<file path="config.mk">
export PLATFORM = sky130hd
export DESIGN_NAME = vov_fault_ctrl
export DESIGN_NICKNAME = d
export VERILOG_FILES = /design/src/pkg/vov_pkg.sv /design/src/pkg/vov_timer_if.sv /design/src/vov_retry_timer.sv /design/src/vov_fault_ctrl.sv
export SDC_FILE = /design/constraint.sdc
export NUM_CORES = 1
export LEC_CHECK = 0
export BUFFER_PORTS_ARGS = -buffer_cell sky130_fd_sc_hd__buf_2
export CORE_MARGIN = 1.5
export CORE_UTILIZATION = 65
export DETAILED_ROUTE_END_ITERATION = 16
export PLACE_DENSITY_LB_ADDON = 0.05
export SLEW_MARGIN = 20
export SYNTH_ARGS = -nofsm -noshare
export SYNTH_HDL_FRONTEND = slang
export SYNTH_SLANG_ARGS = --single-unit
export TNS_END_PERCENT = 50
</file>
<file path="constraint.sdc">
create_clock -name mclk -period 6.2 [get_ports mclk]
set_input_delay 0.62 -clock mclk [delete_from_list [all_inputs] [get_ports mclk]]
set_output_delay 0.62 -clock mclk [all_outputs]
set_load 0.02 [all_outputs]
</file>
<file path="src/pkg/vov_pkg.sv">
// Package: command codes, field layout, reset values, linear helpers
package vov_pkg;
  // ----------------------------------------
  // Command codes
  // ----------------------------------------
  localparam logic [7:0] CMD_CLEAR_FAULTS = 8'h03; // Send byte
  localparam logic [7:0] CMD_OV_FAULT_LIM = 8'h55; // Fault limit
  localparam logic [7:0] CMD_FAULT_ACTION = 8'h56; // Fault response
  localparam logic [7:0] CMD_WARN_LIMIT   = 8'h57; // Warning limit
  localparam logic [7:0] CMD_STATUS_WORD  = 8'h79; // Summary status
  localparam logic [7:0] CMD_STATUS_INPUT = 8'h7c; // Input status
  // ----------------------------------------
  // Reset values
  // ----------------------------------------
  localparam logic [7:0]  ACTION_RST    = 8'h80;
  localparam logic [15:0] WARN_LIM_RST  = 16'hd3e0;
  localparam logic [15:0] FAULT_LIM_RST = 16'hda00;
  // ----------------------------------------
  // Fault response fields
  // ----------------------------------------
  localparam int RESP_MSB  = 7;
  localparam int RESP_LSB  = 6;
  localparam int RETRY_MSB = 5;
  localparam int RETRY_LSB = 3;
  localparam int DELAY_MSB = 2;
  localparam int DELAY_LSB = 0;
  localparam logic [1:0] RESP_OFF_RETRY = 2'h2; // Only defined code
  localparam logic [2:0] RETRY_NONE     = 3'h0;
  // ----------------------------------------
  // Linear word and status layout
  // ----------------------------------------
  localparam int EXP_MSB  = 15;
  localparam int EXP_LSB  = 11;
  localparam int MANT_MSB = 10;
  localparam int FIX_W    = 48;              // Fixed point width
  localparam logic [5:0] FIX_FRAC = 6'h10;   // Fraction bits
  localparam logic signed [FIX_W-1:0] VIN_MAX_FIX = 48'sh0000_0012_0000;
  localparam int SW_NONE_BIT  = 0;
  localparam int SW_INPUT_BIT = 13;
  localparam int SI_FAULT_BIT = 7;
  localparam int SI_WARN_BIT  = 5;
  // ----------------------------------------
  // Retry timing
  // ----------------------------------------
  localparam int RETRY_UNIT_MS  = 35;
  localparam int CLK_KHZ        = 40000;
  localparam int RETRY_UNIT_CYC = RETRY_UNIT_MS * CLK_KHZ;
  // ----------------------------------------
  // Types and functions
  // ----------------------------------------
  typedef enum {ST_OFF, ST_RUN, ST_LATCHED, ST_RETRY} vov_state_e;

  // Linear word to signed volts with FIX_FRAC fraction bits
  function automatic logic signed [FIX_W-1:0] vov_lin_fix(
      input logic [15:0] w);
    logic signed [FIX_W-1:0] m;
    logic        [5:0]       sh;
    m  = FIX_W'($signed(w[MANT_MSB:0]));
    sh = 6'({w[EXP_MSB], w[EXP_MSB:EXP_LSB]} + FIX_FRAC);
    return m <<< sh;
  endfunction

  // Accepted span is zero up to the top limit
  function automatic logic vov_in_span(input logic [15:0] w);
    logic signed [FIX_W-1:0] v;
    v = vov_lin_fix(w);
    return (v >= 0) && (v <= VIN_MAX_FIX);
  endfunction
endpackage

</file>
<file path="src/pkg/vov_timer_if.sv">
// Interface: retry delay timer request and expiry
interface vov_timer_if;
  logic       start;      // One-cycle start pulse
  logic [2:0] delay_code; // Delay field, sampled at start
  logic       expired;    // Level, high once delay has elapsed
  modport ctrl  (output start, delay_code, input expired);
  modport timer (input start, delay_code, output expired);
endinterface

</file>
<file path="src/vov_retry_timer.sv">
// Retry delay timer counting whole retry units
module vov_retry_timer
  import vov_pkg::*;
#(
  parameter int UNIT_CYC = RETRY_UNIT_CYC
) (
  input  wire logic  mclk,
  input  wire logic  rst_n,
  vov_timer_if.timer tif
);
  // ----------------------------------------
  // State
  // ----------------------------------------
  localparam int UW = $clog2(UNIT_CYC + 1);
  localparam logic [UW-1:0] UNIT_LAST = UW'(UNIT_CYC - 1);

  logic [UW-1:0] unit_cnt_r;  // Cycles in current unit
  logic [2:0]    tick_cnt_r;  // Units still to go after this one
  logic          running_r;   // Delay in progress
  logic          expired_r;   // Delay done, held until next start
  wire           unit_done = running_r && (unit_cnt_r == UNIT_LAST);

  assign tif.expired = expired_r;

  // ----------------------------------------
  // Counting
  // ----------------------------------------
  // Total delay is (code + 1) whole units
  always_ff @(posedge mclk or negedge rst_n) begin
    if (!rst_n) begin
      unit_cnt_r <= '0;
      tick_cnt_r <= '0;
      running_r  <= 1'b0;
      expired_r  <= 1'b0;
    end else if (tif.start) begin
      unit_cnt_r <= '0;
      tick_cnt_r <= tif.delay_code;
      running_r  <= 1'b1;
      expired_r  <= 1'b0;
    end else if (unit_done) begin
      unit_cnt_r <= '0;
      // Last unit ends the delay
      if (tick_cnt_r == '0) begin
        running_r <= 1'b0;
        expired_r <= 1'b1;
      end else begin
        tick_cnt_r <= tick_cnt_r - 3'h1;
      end
    end else if (running_r) begin
      unit_cnt_r <= unit_cnt_r + UW'(1);
    end
  end
endmodule

</file>
<file path="src/vov_fault_ctrl.sv">
// Input overvoltage supervision: limits, response, status, alert
module vov_fault_ctrl
  import vov_pkg::*;
#(
  parameter int UNIT_CYC = RETRY_UNIT_CYC
) (
  input  wire logic        mclk,
  input  wire logic        rstn,
  input  wire logic        cmd_wr,
  input  wire logic        cmd_rd,
  input  wire logic [7:0]  cmd_code,
  input  wire logic [15:0] cmd_wdata,
  output logic      [15:0] cmd_rdata,
  output logic             cmd_ack,
  output logic             cmd_nack,
  input  wire logic        vin_valid,
  input  wire logic [15:0] vin_meas,
  input  wire logic        enable_pin,
  input  wire logic        operation_on,
  input  wire logic        bias_ok,
  input  wire logic        other_fault,
  output logic             output_on,
  output logic             alert_out_n
);
  // ----------------------------------------
  // Reset release
  // ----------------------------------------
  logic [1:0] rst_sync_r;       // Release shift chain
  wire        rst_n = rst_sync_r[1];

  // Assert at once, release two edges later
  always_ff @(posedge mclk or negedge rstn) begin
    if (!rstn) begin
      rst_sync_r <= 2'h0;
    end else begin
      rst_sync_r <= {rst_sync_r[0], 1'b1};
    end
  end

  // ----------------------------------------
  // Enable pin capture
  // ----------------------------------------
  logic [2:0] en_sync_r;        // Three-stage capture
  logic       en_pin_r;         // Filtered pin level
  wire        en_agree = en_sync_r[1] == en_sync_r[2];

  always_ff @(posedge mclk or negedge rst_n) begin
    if (!rst_n) begin
      en_sync_r <= 3'h0;
    end else begin
      en_sync_r <= {en_sync_r[1:0], enable_pin};
    end
  end

  // Pin only counts once the later stages agree
  always_ff @(posedge mclk or negedge rst_n) begin
    if (!rst_n) begin
      en_pin_r <= 1'b0;
    end else if (en_agree) begin
      en_pin_r <= en_sync_r[2];
    end
  end

  // ----------------------------------------
  // Configuration registers
  // ----------------------------------------
  logic [7:0]  action_r;        // Fault response byte
  logic [15:0] warn_lim_r;      // Warning limit, linear
  logic [15:0] fault_lim_r;     // Fault limit, linear

  // Write and read decode
  wire is_action = cmd_code == CMD_FAULT_ACTION;
  wire is_warn   = cmd_code == CMD_WARN_LIMIT;
  wire is_flim   = cmd_code == CMD_OV_FAULT_LIM;
  wire is_clear  = cmd_code == CMD_CLEAR_FAULTS;
  wire is_sword  = cmd_code == CMD_STATUS_WORD;
  wire is_sinput = cmd_code == CMD_STATUS_INPUT;
  wire span_ok   = vov_in_span(cmd_wdata);
  wire wr_action = cmd_wr && is_action;
  wire wr_warn   = cmd_wr && is_warn && span_ok;
  wire wr_flim   = cmd_wr && is_flim && span_ok;
  wire clr_cmd   = cmd_wr && is_clear;
  wire wr_bad    = cmd_wr && !(wr_action || wr_warn
                               || wr_flim || clr_cmd);
  wire rd_known  = is_action || is_warn || is_flim
                   || is_sword || is_sinput;

  // Stored value kept whole on a rejected write
  always_ff @(posedge mclk or negedge rst_n) begin
    if (!rst_n) begin
      action_r    <= ACTION_RST;
      warn_lim_r  <= WARN_LIM_RST;
      fault_lim_r <= FAULT_LIM_RST;
    end else begin
      if (wr_action) action_r <= cmd_wdata[7:0];
      if (wr_warn)   warn_lim_r <= cmd_wdata;
      if (wr_flim)   fault_lim_r <= cmd_wdata;
    end
  end

  // Field views
  wire [1:0] resp_code  = action_r[RESP_MSB:RESP_LSB];
  wire [2:0] retry_code = action_r[RETRY_MSB:RETRY_LSB];
  wire [2:0] delay_code = action_r[DELAY_MSB:DELAY_LSB];

  // ----------------------------------------
  // Input voltage compare
  // ----------------------------------------
  // Linear decode shared by all three words
  wire signed [FIX_W-1:0] vin_fix   = vov_lin_fix(vin_meas);
  wire signed [FIX_W-1:0] warn_fix  = vov_lin_fix(warn_lim_r);
  wire signed [FIX_W-1:0] fault_fix = vov_lin_fix(fault_lim_r);

  logic vin_below_r;            // Last reading under warning limit

  wire ov_fault_ev = vin_valid && (vin_fix > fault_fix);
  wire ov_warn_ev  = vin_valid && (vin_fix > warn_fix);

  // Holds last verdict between readings; starts pessimistic
  always_ff @(posedge mclk or negedge rst_n) begin
    if (!rst_n) begin
      vin_below_r <= 1'b0;
    end else if (vin_valid) begin
      vin_below_r <= vin_fix < warn_fix;
    end
  end

  // ----------------------------------------
  // Sticky status
  // ----------------------------------------
  logic fault_flag_r;           // Input overvoltage fault
  logic warn_flag_r;            // Input overvoltage warning
  logic alert_r;                // Host notification pending

  // Set beats clear in the same cycle
  wire fault_flag_nxt = ov_fault_ev
                        || (fault_flag_r && !clr_cmd);
  wire warn_flag_nxt  = ov_warn_ev
                        || (warn_flag_r && !clr_cmd);
  wire alert_nxt      = ov_fault_ev || ov_warn_ev
                        || (alert_r && !clr_cmd);

  always_ff @(posedge mclk or negedge rst_n) begin
    if (!rst_n) begin
      fault_flag_r <= 1'b0;
      warn_flag_r  <= 1'b0;
      alert_r      <= 1'b0;
    end else begin
      fault_flag_r <= fault_flag_nxt;
      warn_flag_r  <= warn_flag_nxt;
      alert_r      <= alert_nxt;
    end
  end

  assign alert_out_n = !alert_r;

  // Status words built from the flags
  logic [15:0] sword;
  logic [15:0] sinput;
  always_comb begin
    sword  = 16'h0000;
    sinput = 16'h0000;
    sword[SW_NONE_BIT]  = fault_flag_r || warn_flag_r;
    sword[SW_INPUT_BIT] = fault_flag_r || warn_flag_r;
    sinput[SI_FAULT_BIT] = fault_flag_r;
    sinput[SI_WARN_BIT]  = warn_flag_r;
  end

  // ----------------------------------------
  // Command answers
  // ----------------------------------------
  logic [15:0] rd_mux;
  always_comb begin
    rd_mux = 16'h0000;
    if (is_action) begin
      rd_mux = {8'h00, action_r};
    end else if (is_warn) begin
      rd_mux = warn_lim_r;
    end else if (is_flim) begin
      rd_mux = fault_lim_r;
    end else if (is_sword) begin
      rd_mux = sword;
    end else if (is_sinput) begin
      rd_mux = sinput;
    end
  end

  // One-cycle answer after each request
  always_ff @(posedge mclk or negedge rst_n) begin
    if (!rst_n) begin
      cmd_rdata <= 16'h0000;
      cmd_ack   <= 1'b0;
      cmd_nack  <= 1'b0;
    end else begin
      cmd_ack  <= (cmd_rd && rd_known) || (cmd_wr && !wr_bad);
      cmd_nack <= (cmd_rd && !rd_known) || wr_bad;
      if (cmd_rd) cmd_rdata <= rd_mux;
    end
  end

  // ----------------------------------------
  // Output response machine
  // ----------------------------------------
  vov_timer_if tif ();          // Retry delay carrier
  vov_state_e  state_r;
  vov_state_e  state_nxt;
  logic        tmr_start;

  // Turned off by pin, command, bias loss or another fault
  wire keep_on  = en_pin_r && operation_on && bias_ok
                  && !other_fault;
  wire may_try  = (resp_code == RESP_OFF_RETRY)
                  && (retry_code != RETRY_NONE);
  wire retry_ok = tif.expired && vin_below_r;

  always_comb begin
    state_nxt = state_r;
    tmr_start = 1'b0;
    case (state_r)
      ST_OFF: begin
        // Start only when the current reading shows no fault
        if (keep_on && !ov_fault_ev) state_nxt = ST_RUN;
      end
      ST_RUN: begin
        if (!keep_on) begin
          state_nxt = ST_OFF;
        end else if (ov_fault_ev) begin
          // Output drops on every fault
          tmr_start = may_try;
          state_nxt = may_try ? ST_RETRY : ST_LATCHED;
        end
      end
      ST_LATCHED: begin
        if (!keep_on) begin
          state_nxt = ST_OFF;
        end else if (clr_cmd) begin
          state_nxt = ST_RUN;
        end
      end
      ST_RETRY: begin
        if (!keep_on) begin
          state_nxt = ST_OFF;
        end else if (retry_ok) begin
          state_nxt = ST_RUN;
        end
      end
      default: state_nxt = ST_OFF;
    endcase
  end

  always_ff @(posedge mclk or negedge rst_n) begin
    if (!rst_n) begin
      state_r <= ST_OFF;
    end else begin
      state_r <= state_nxt;
    end
  end

  // Output follows the next state so it drops with the fault
  always_ff @(posedge mclk or negedge rst_n) begin
    if (!rst_n) begin
      output_on <= 1'b0;
    end else begin
      output_on <= state_nxt == ST_RUN;
    end
  end

  // Timer measures from the fault shutdown to the earliest next attempt
  assign tif.start      = tmr_start;
  assign tif.delay_code = delay_code;

  vov_retry_timer #(
    .UNIT_CYC (UNIT_CYC)
  ) u_timer (
    .mclk  (mclk),
    .rst_n (rst_n),
    .tif   (tif.timer)
  );
endmodule

</file>
==> flow_metrics.tcl <==
set metrics [dict create \
    grt_start_max_net_pins 81 \
    power_density_nw_per_um2 195.3 \
    clkLatencyLatePin_ps 420 \
    final_cell_area_sq_um 11500 \
    ctsRootBufferMaster "clkbuf_16" \
    syn_to_final_growth_pct 9.805 \
    max_cap_violations 0 \
    fill_count 1233 \
    rsz_0062_raised_after_global_routing "no" \
    grt_overflow_total 0 \
    maxSlewViolCount 0 \
    floorplan.die.height_um 130.0 \
    grtUsageTotal_pct 35.61 \
    synthMostInstantiatedCell "nand2_1" \
    netlist_top_cells_area "dfrtp_1 (27%), ha_1 (10%), mux2i_1 (5.6%)" \
    tritoncts.num_buffers 17 \
    cellLeakagePower_uw 0.005003 \
    clkTransAtPathRegs_ps 60 \
    fp.coreArea_sq_um 15830 \
    htree_num_levels 4 \
    grt_util_met3_pct 5.412 \
    pin_count 69 \
    grt_pass1_wl_um 46110 \
    max_freq_mhz 218.7 \
    worstPathCellList "clkinv_1, mux2i_1, and2_1, mux2i_1, or2_2, ha_1, nand4_1, a2111oi_0, a211o_1, a221oi_1, nor3_1, or2_2, nor2_1" \
    placement.setup.worst_slack_ps 1532 \
    hp-class "in2reg" \
    data_required_time_of_the_critical_path_ps 6480 \
    post_cts.resized_instances 0 \
    period_share_pct 73.76 \
    number_of_register_bits_inferred_by_synthesis 127 \
    first_global_vias 8788 \
    place_hpwl_um 22080 \
    worstSetupStartpointType "register" \
    dr.pass1.iters 8 \
    cp.arrival_ps 4860 \
    dieWidth_um 130.0 \
    die_footprint_sq_um 16890 \
    route.detailed.vias_per_inst 6.422 \
    synth-warning-count 0 \
    numnets_final 1415 \
    dpl-instance-area_sq_um 10880 \
    clock_tree_from_tritoncts "yes" \
    worst_path_largest_cell_delay_ps 700 \
    use_met1_pct 46.10 \
    grt_use_met2_pct 59.35 \
    timing_worst_slew_pin_value_ps 876.7 \
    floorplan.initialDensity_pct 66.19 \
    num_vias 9685 \
    antenna_cells_inserted 0 \
    cts_hold_buffers 1 \
    unique_cell_type_count_in_the_yosys_netlist 75 \
    route.detailed.drc 0 \
    share_of_yosys_cell_area_claimed_by_the_top_area_cell_type_pct 26.99 \
    first_iter_violations 1002 \
    critPathKind "reg2reg" \
    grt_antenna_before_repair 0 \
    synth_edf_count 0 \
    end_kind "register" \
    timing.final.hold_violations 0 \
    top_usage_layer "met2" \
    replace_congestion 0.9784 \
    critPathSlowestCell "dfstp_2" \
    avgRoutedWirePerCell_um 19.64 \
    period_needed_ps 4573 \
    path_max_fanout 21 \
    synth.yosys.seq_area_share_pct 30.50 \
    highest_ir_drop_seen_on_vdd_mv 0.1921 \
    antenna_violating_nets_post_route 0 \
    postSynthAreaPerCell_sq_um 8.497 \
    syn-instance-count 1233 \
    fraction_of_synthesis_flops_using_an_asynchronous_set_or_reset_pin_pct 100.0 \
    totalWireLength_um 29620 \
    port-buffer-count 68 \
    worst_hold_slack_ps 304.2 \
    slew_headroom_pct 41.55 \
    cell_area_after_synthesis_sq_um 10480 \
    clock_path_buffers 2 \
    outcome "completed" \
    clock_sink_count 127 \
    minimum_setup_slack_in_the_final_design_ps 1627 \
    row_count 46 \
    final_setup_violation_count 0 \
    total_power_uw 2246 \
    setup_tns_ps 0 \
    timing.clock.skew_ps 9.231 \
    synth_top_cells_by_count "nand2_1 (144), nor2_1 (115), dfrtp_1 (113), o21ai_0 (95), ha_1 (87)" \
    post_synthesis_cell_type_with_the_largest_combined_area "dfrtp_1" \
    cts_setup_buffers 0 \
    postSynth.topFlopCell "dfrtp_1" \
    final_layout_size_suffix_gt1_share_pct 14.94 \
]
[critical path: cells and delay by family, from the launching register on]
kind / cells / cell delay [ps]
flip-flops: 1 / 700
AO/OA/AOI/OAI: 3 / 700
AND/OR/NAND/NOR: 6 / 1920
adder cells (fa/ha/maj): 1 / 320
multiplexers: 2 / 440
buffers and inverters: 1 / 330
[routing by layer]
| layer | vias up | routed length (um) |
|---|---|---|
| met2 | 482 | 14110 |
| li1 | 4553 | - |
| met4 | 0 | 1235 |
| met3 | 93 | 2129 |
| met5 | - | 0 |
| met1 | 4557 | 12140 |
[layout by cell type (no fill, tap or decap), types with 11 or more instances in the layout]
| cell type | netlist | final |
|---|---|---|
| and2_1 | 18 | 18 |
| dfrtp_1 | 113 | 112 |
| nand2b_1 | 14 | 14 |
| nand2_1 | 144 | 144 |
| nor3_1 | 22 | 22 |
| o21ai_0 | 95 | 95 |
| xor2_1 | 12 | 12 |
| nor2_1 | 115 | 115 |
| a21oi_1 | 84 | 84 |
| conb_1 | 2 | 31 |
| dfstp_2 | 14 | 14 |
| nor2b_1 | 12 | 12 |
| mux2i_1 | 59 | 59 |
| inv_1 | 42 | 42 |
| a22oi_1 | 17 | 17 |
| a21boi_0 | 14 | 14 |
| and3_1 | 11 | 11 |
| ha_1 | 87 | 87 |
| nand3_1 | 22 | 22 |
| nand4_1 | 22 | 22 |
| buf_2 | 1 | 68 |
| clkbuf_16 | 0 | 17 |
| mux2_2 | 49 | 49 |
| o22ai_1 | 15 | 15 |
[sequential cells by signal, indices dropped and copies added (netlist names), 2 cells and up]
name and cells:
warn_lim_r 16, state_r 32, u_timer.unit_cnt_r 21, fault_lim_r 16, u_timer.tick_cnt_r 3, action_r 8
rst_sync_r 2, en_sync_r 3, cmd_rdata 16
[cell type report]
| type | instances | area [sq um] | share of cell area, % |
|---|---|---|---|
| multi-input cells | 1015 | 6883 | 59.83 |
| flip-flops and latches | 127 | 3199 | 27.81 |
| clock buffers | 19 | 442.9 | 3.850 |
| repair buffers | 71 | 369.1 | 3.209 |
| well taps | 216 | 270.3 | 2.349 |
| inverters | 47 | 176.4 | 1.534 |
| clock inverters | 13 | 162.7 | 1.414 |
[worst paths after layout]
kind / cells after the start / slack (ps) / startpoint / end
worst max-delay path: 13 / 1630 / fault_lim_r[12]$_DFFE_PN1P_ / u_timer.unit_cnt_r[3]$_DFFE_PN0P_
worst min-delay path: 1 / 300 / enable_pin / en_sync_r[0]$_DFF_PN0_
worst max register to register: 13 / 1630 / fault_lim_r[12]$_DFFE_PN1P_ / u_timer.unit_cnt_r[3]$_DFFE_PN0P_
worst min register to register: 0 / 340 / rst_sync_r[1]$_DFF_PN0_ / state_r[12]$_DFF_PN0_
max in group asynchronous: 1 / 4730 / rst_sync_r[1]$_DFF_PN0_ / fault_lim_r[0]$_DFFE_PN0P_
min in group asynchronous: 0 / 340 / rst_sync_r[1]$_DFF_PN0_ / state_r[12]$_DFF_PN0_
[logic make-up after synthesis]
kind of cell / after synthesis / share of synthesized area (%)
AO/OA/AOI/OAI: 334 / 20.32
XOR/XNOR: 20 / 1.672
adder cells (fa/ha/maj): 88 / 10.49
buffers and inverters: 120 / 4.837
flip-flops: 127 / 30.50
multiplexers: 122 / 13.23
other: 2 / 0.07169
AND/OR/NAND/NOR: 420 / 18.88
[metrics by stage]
step,utilization [%],std cells
6_report,72.68,1508
5_1_grt,72.68,1508
4_1_cts,72.66,1508
3_5_place_dp,68.77,1475
3_3_place_gp,68.77,1475
2_1_floorplan,-,1262
[where the power goes]
group | internal [uW] | total [uW] | switching (uW)
sequential | 849 | 867 | 17.8
clock | 644 | 1020 | 381
combinational | 133 | 354 | 221
(Power assumes the default switching activity.)
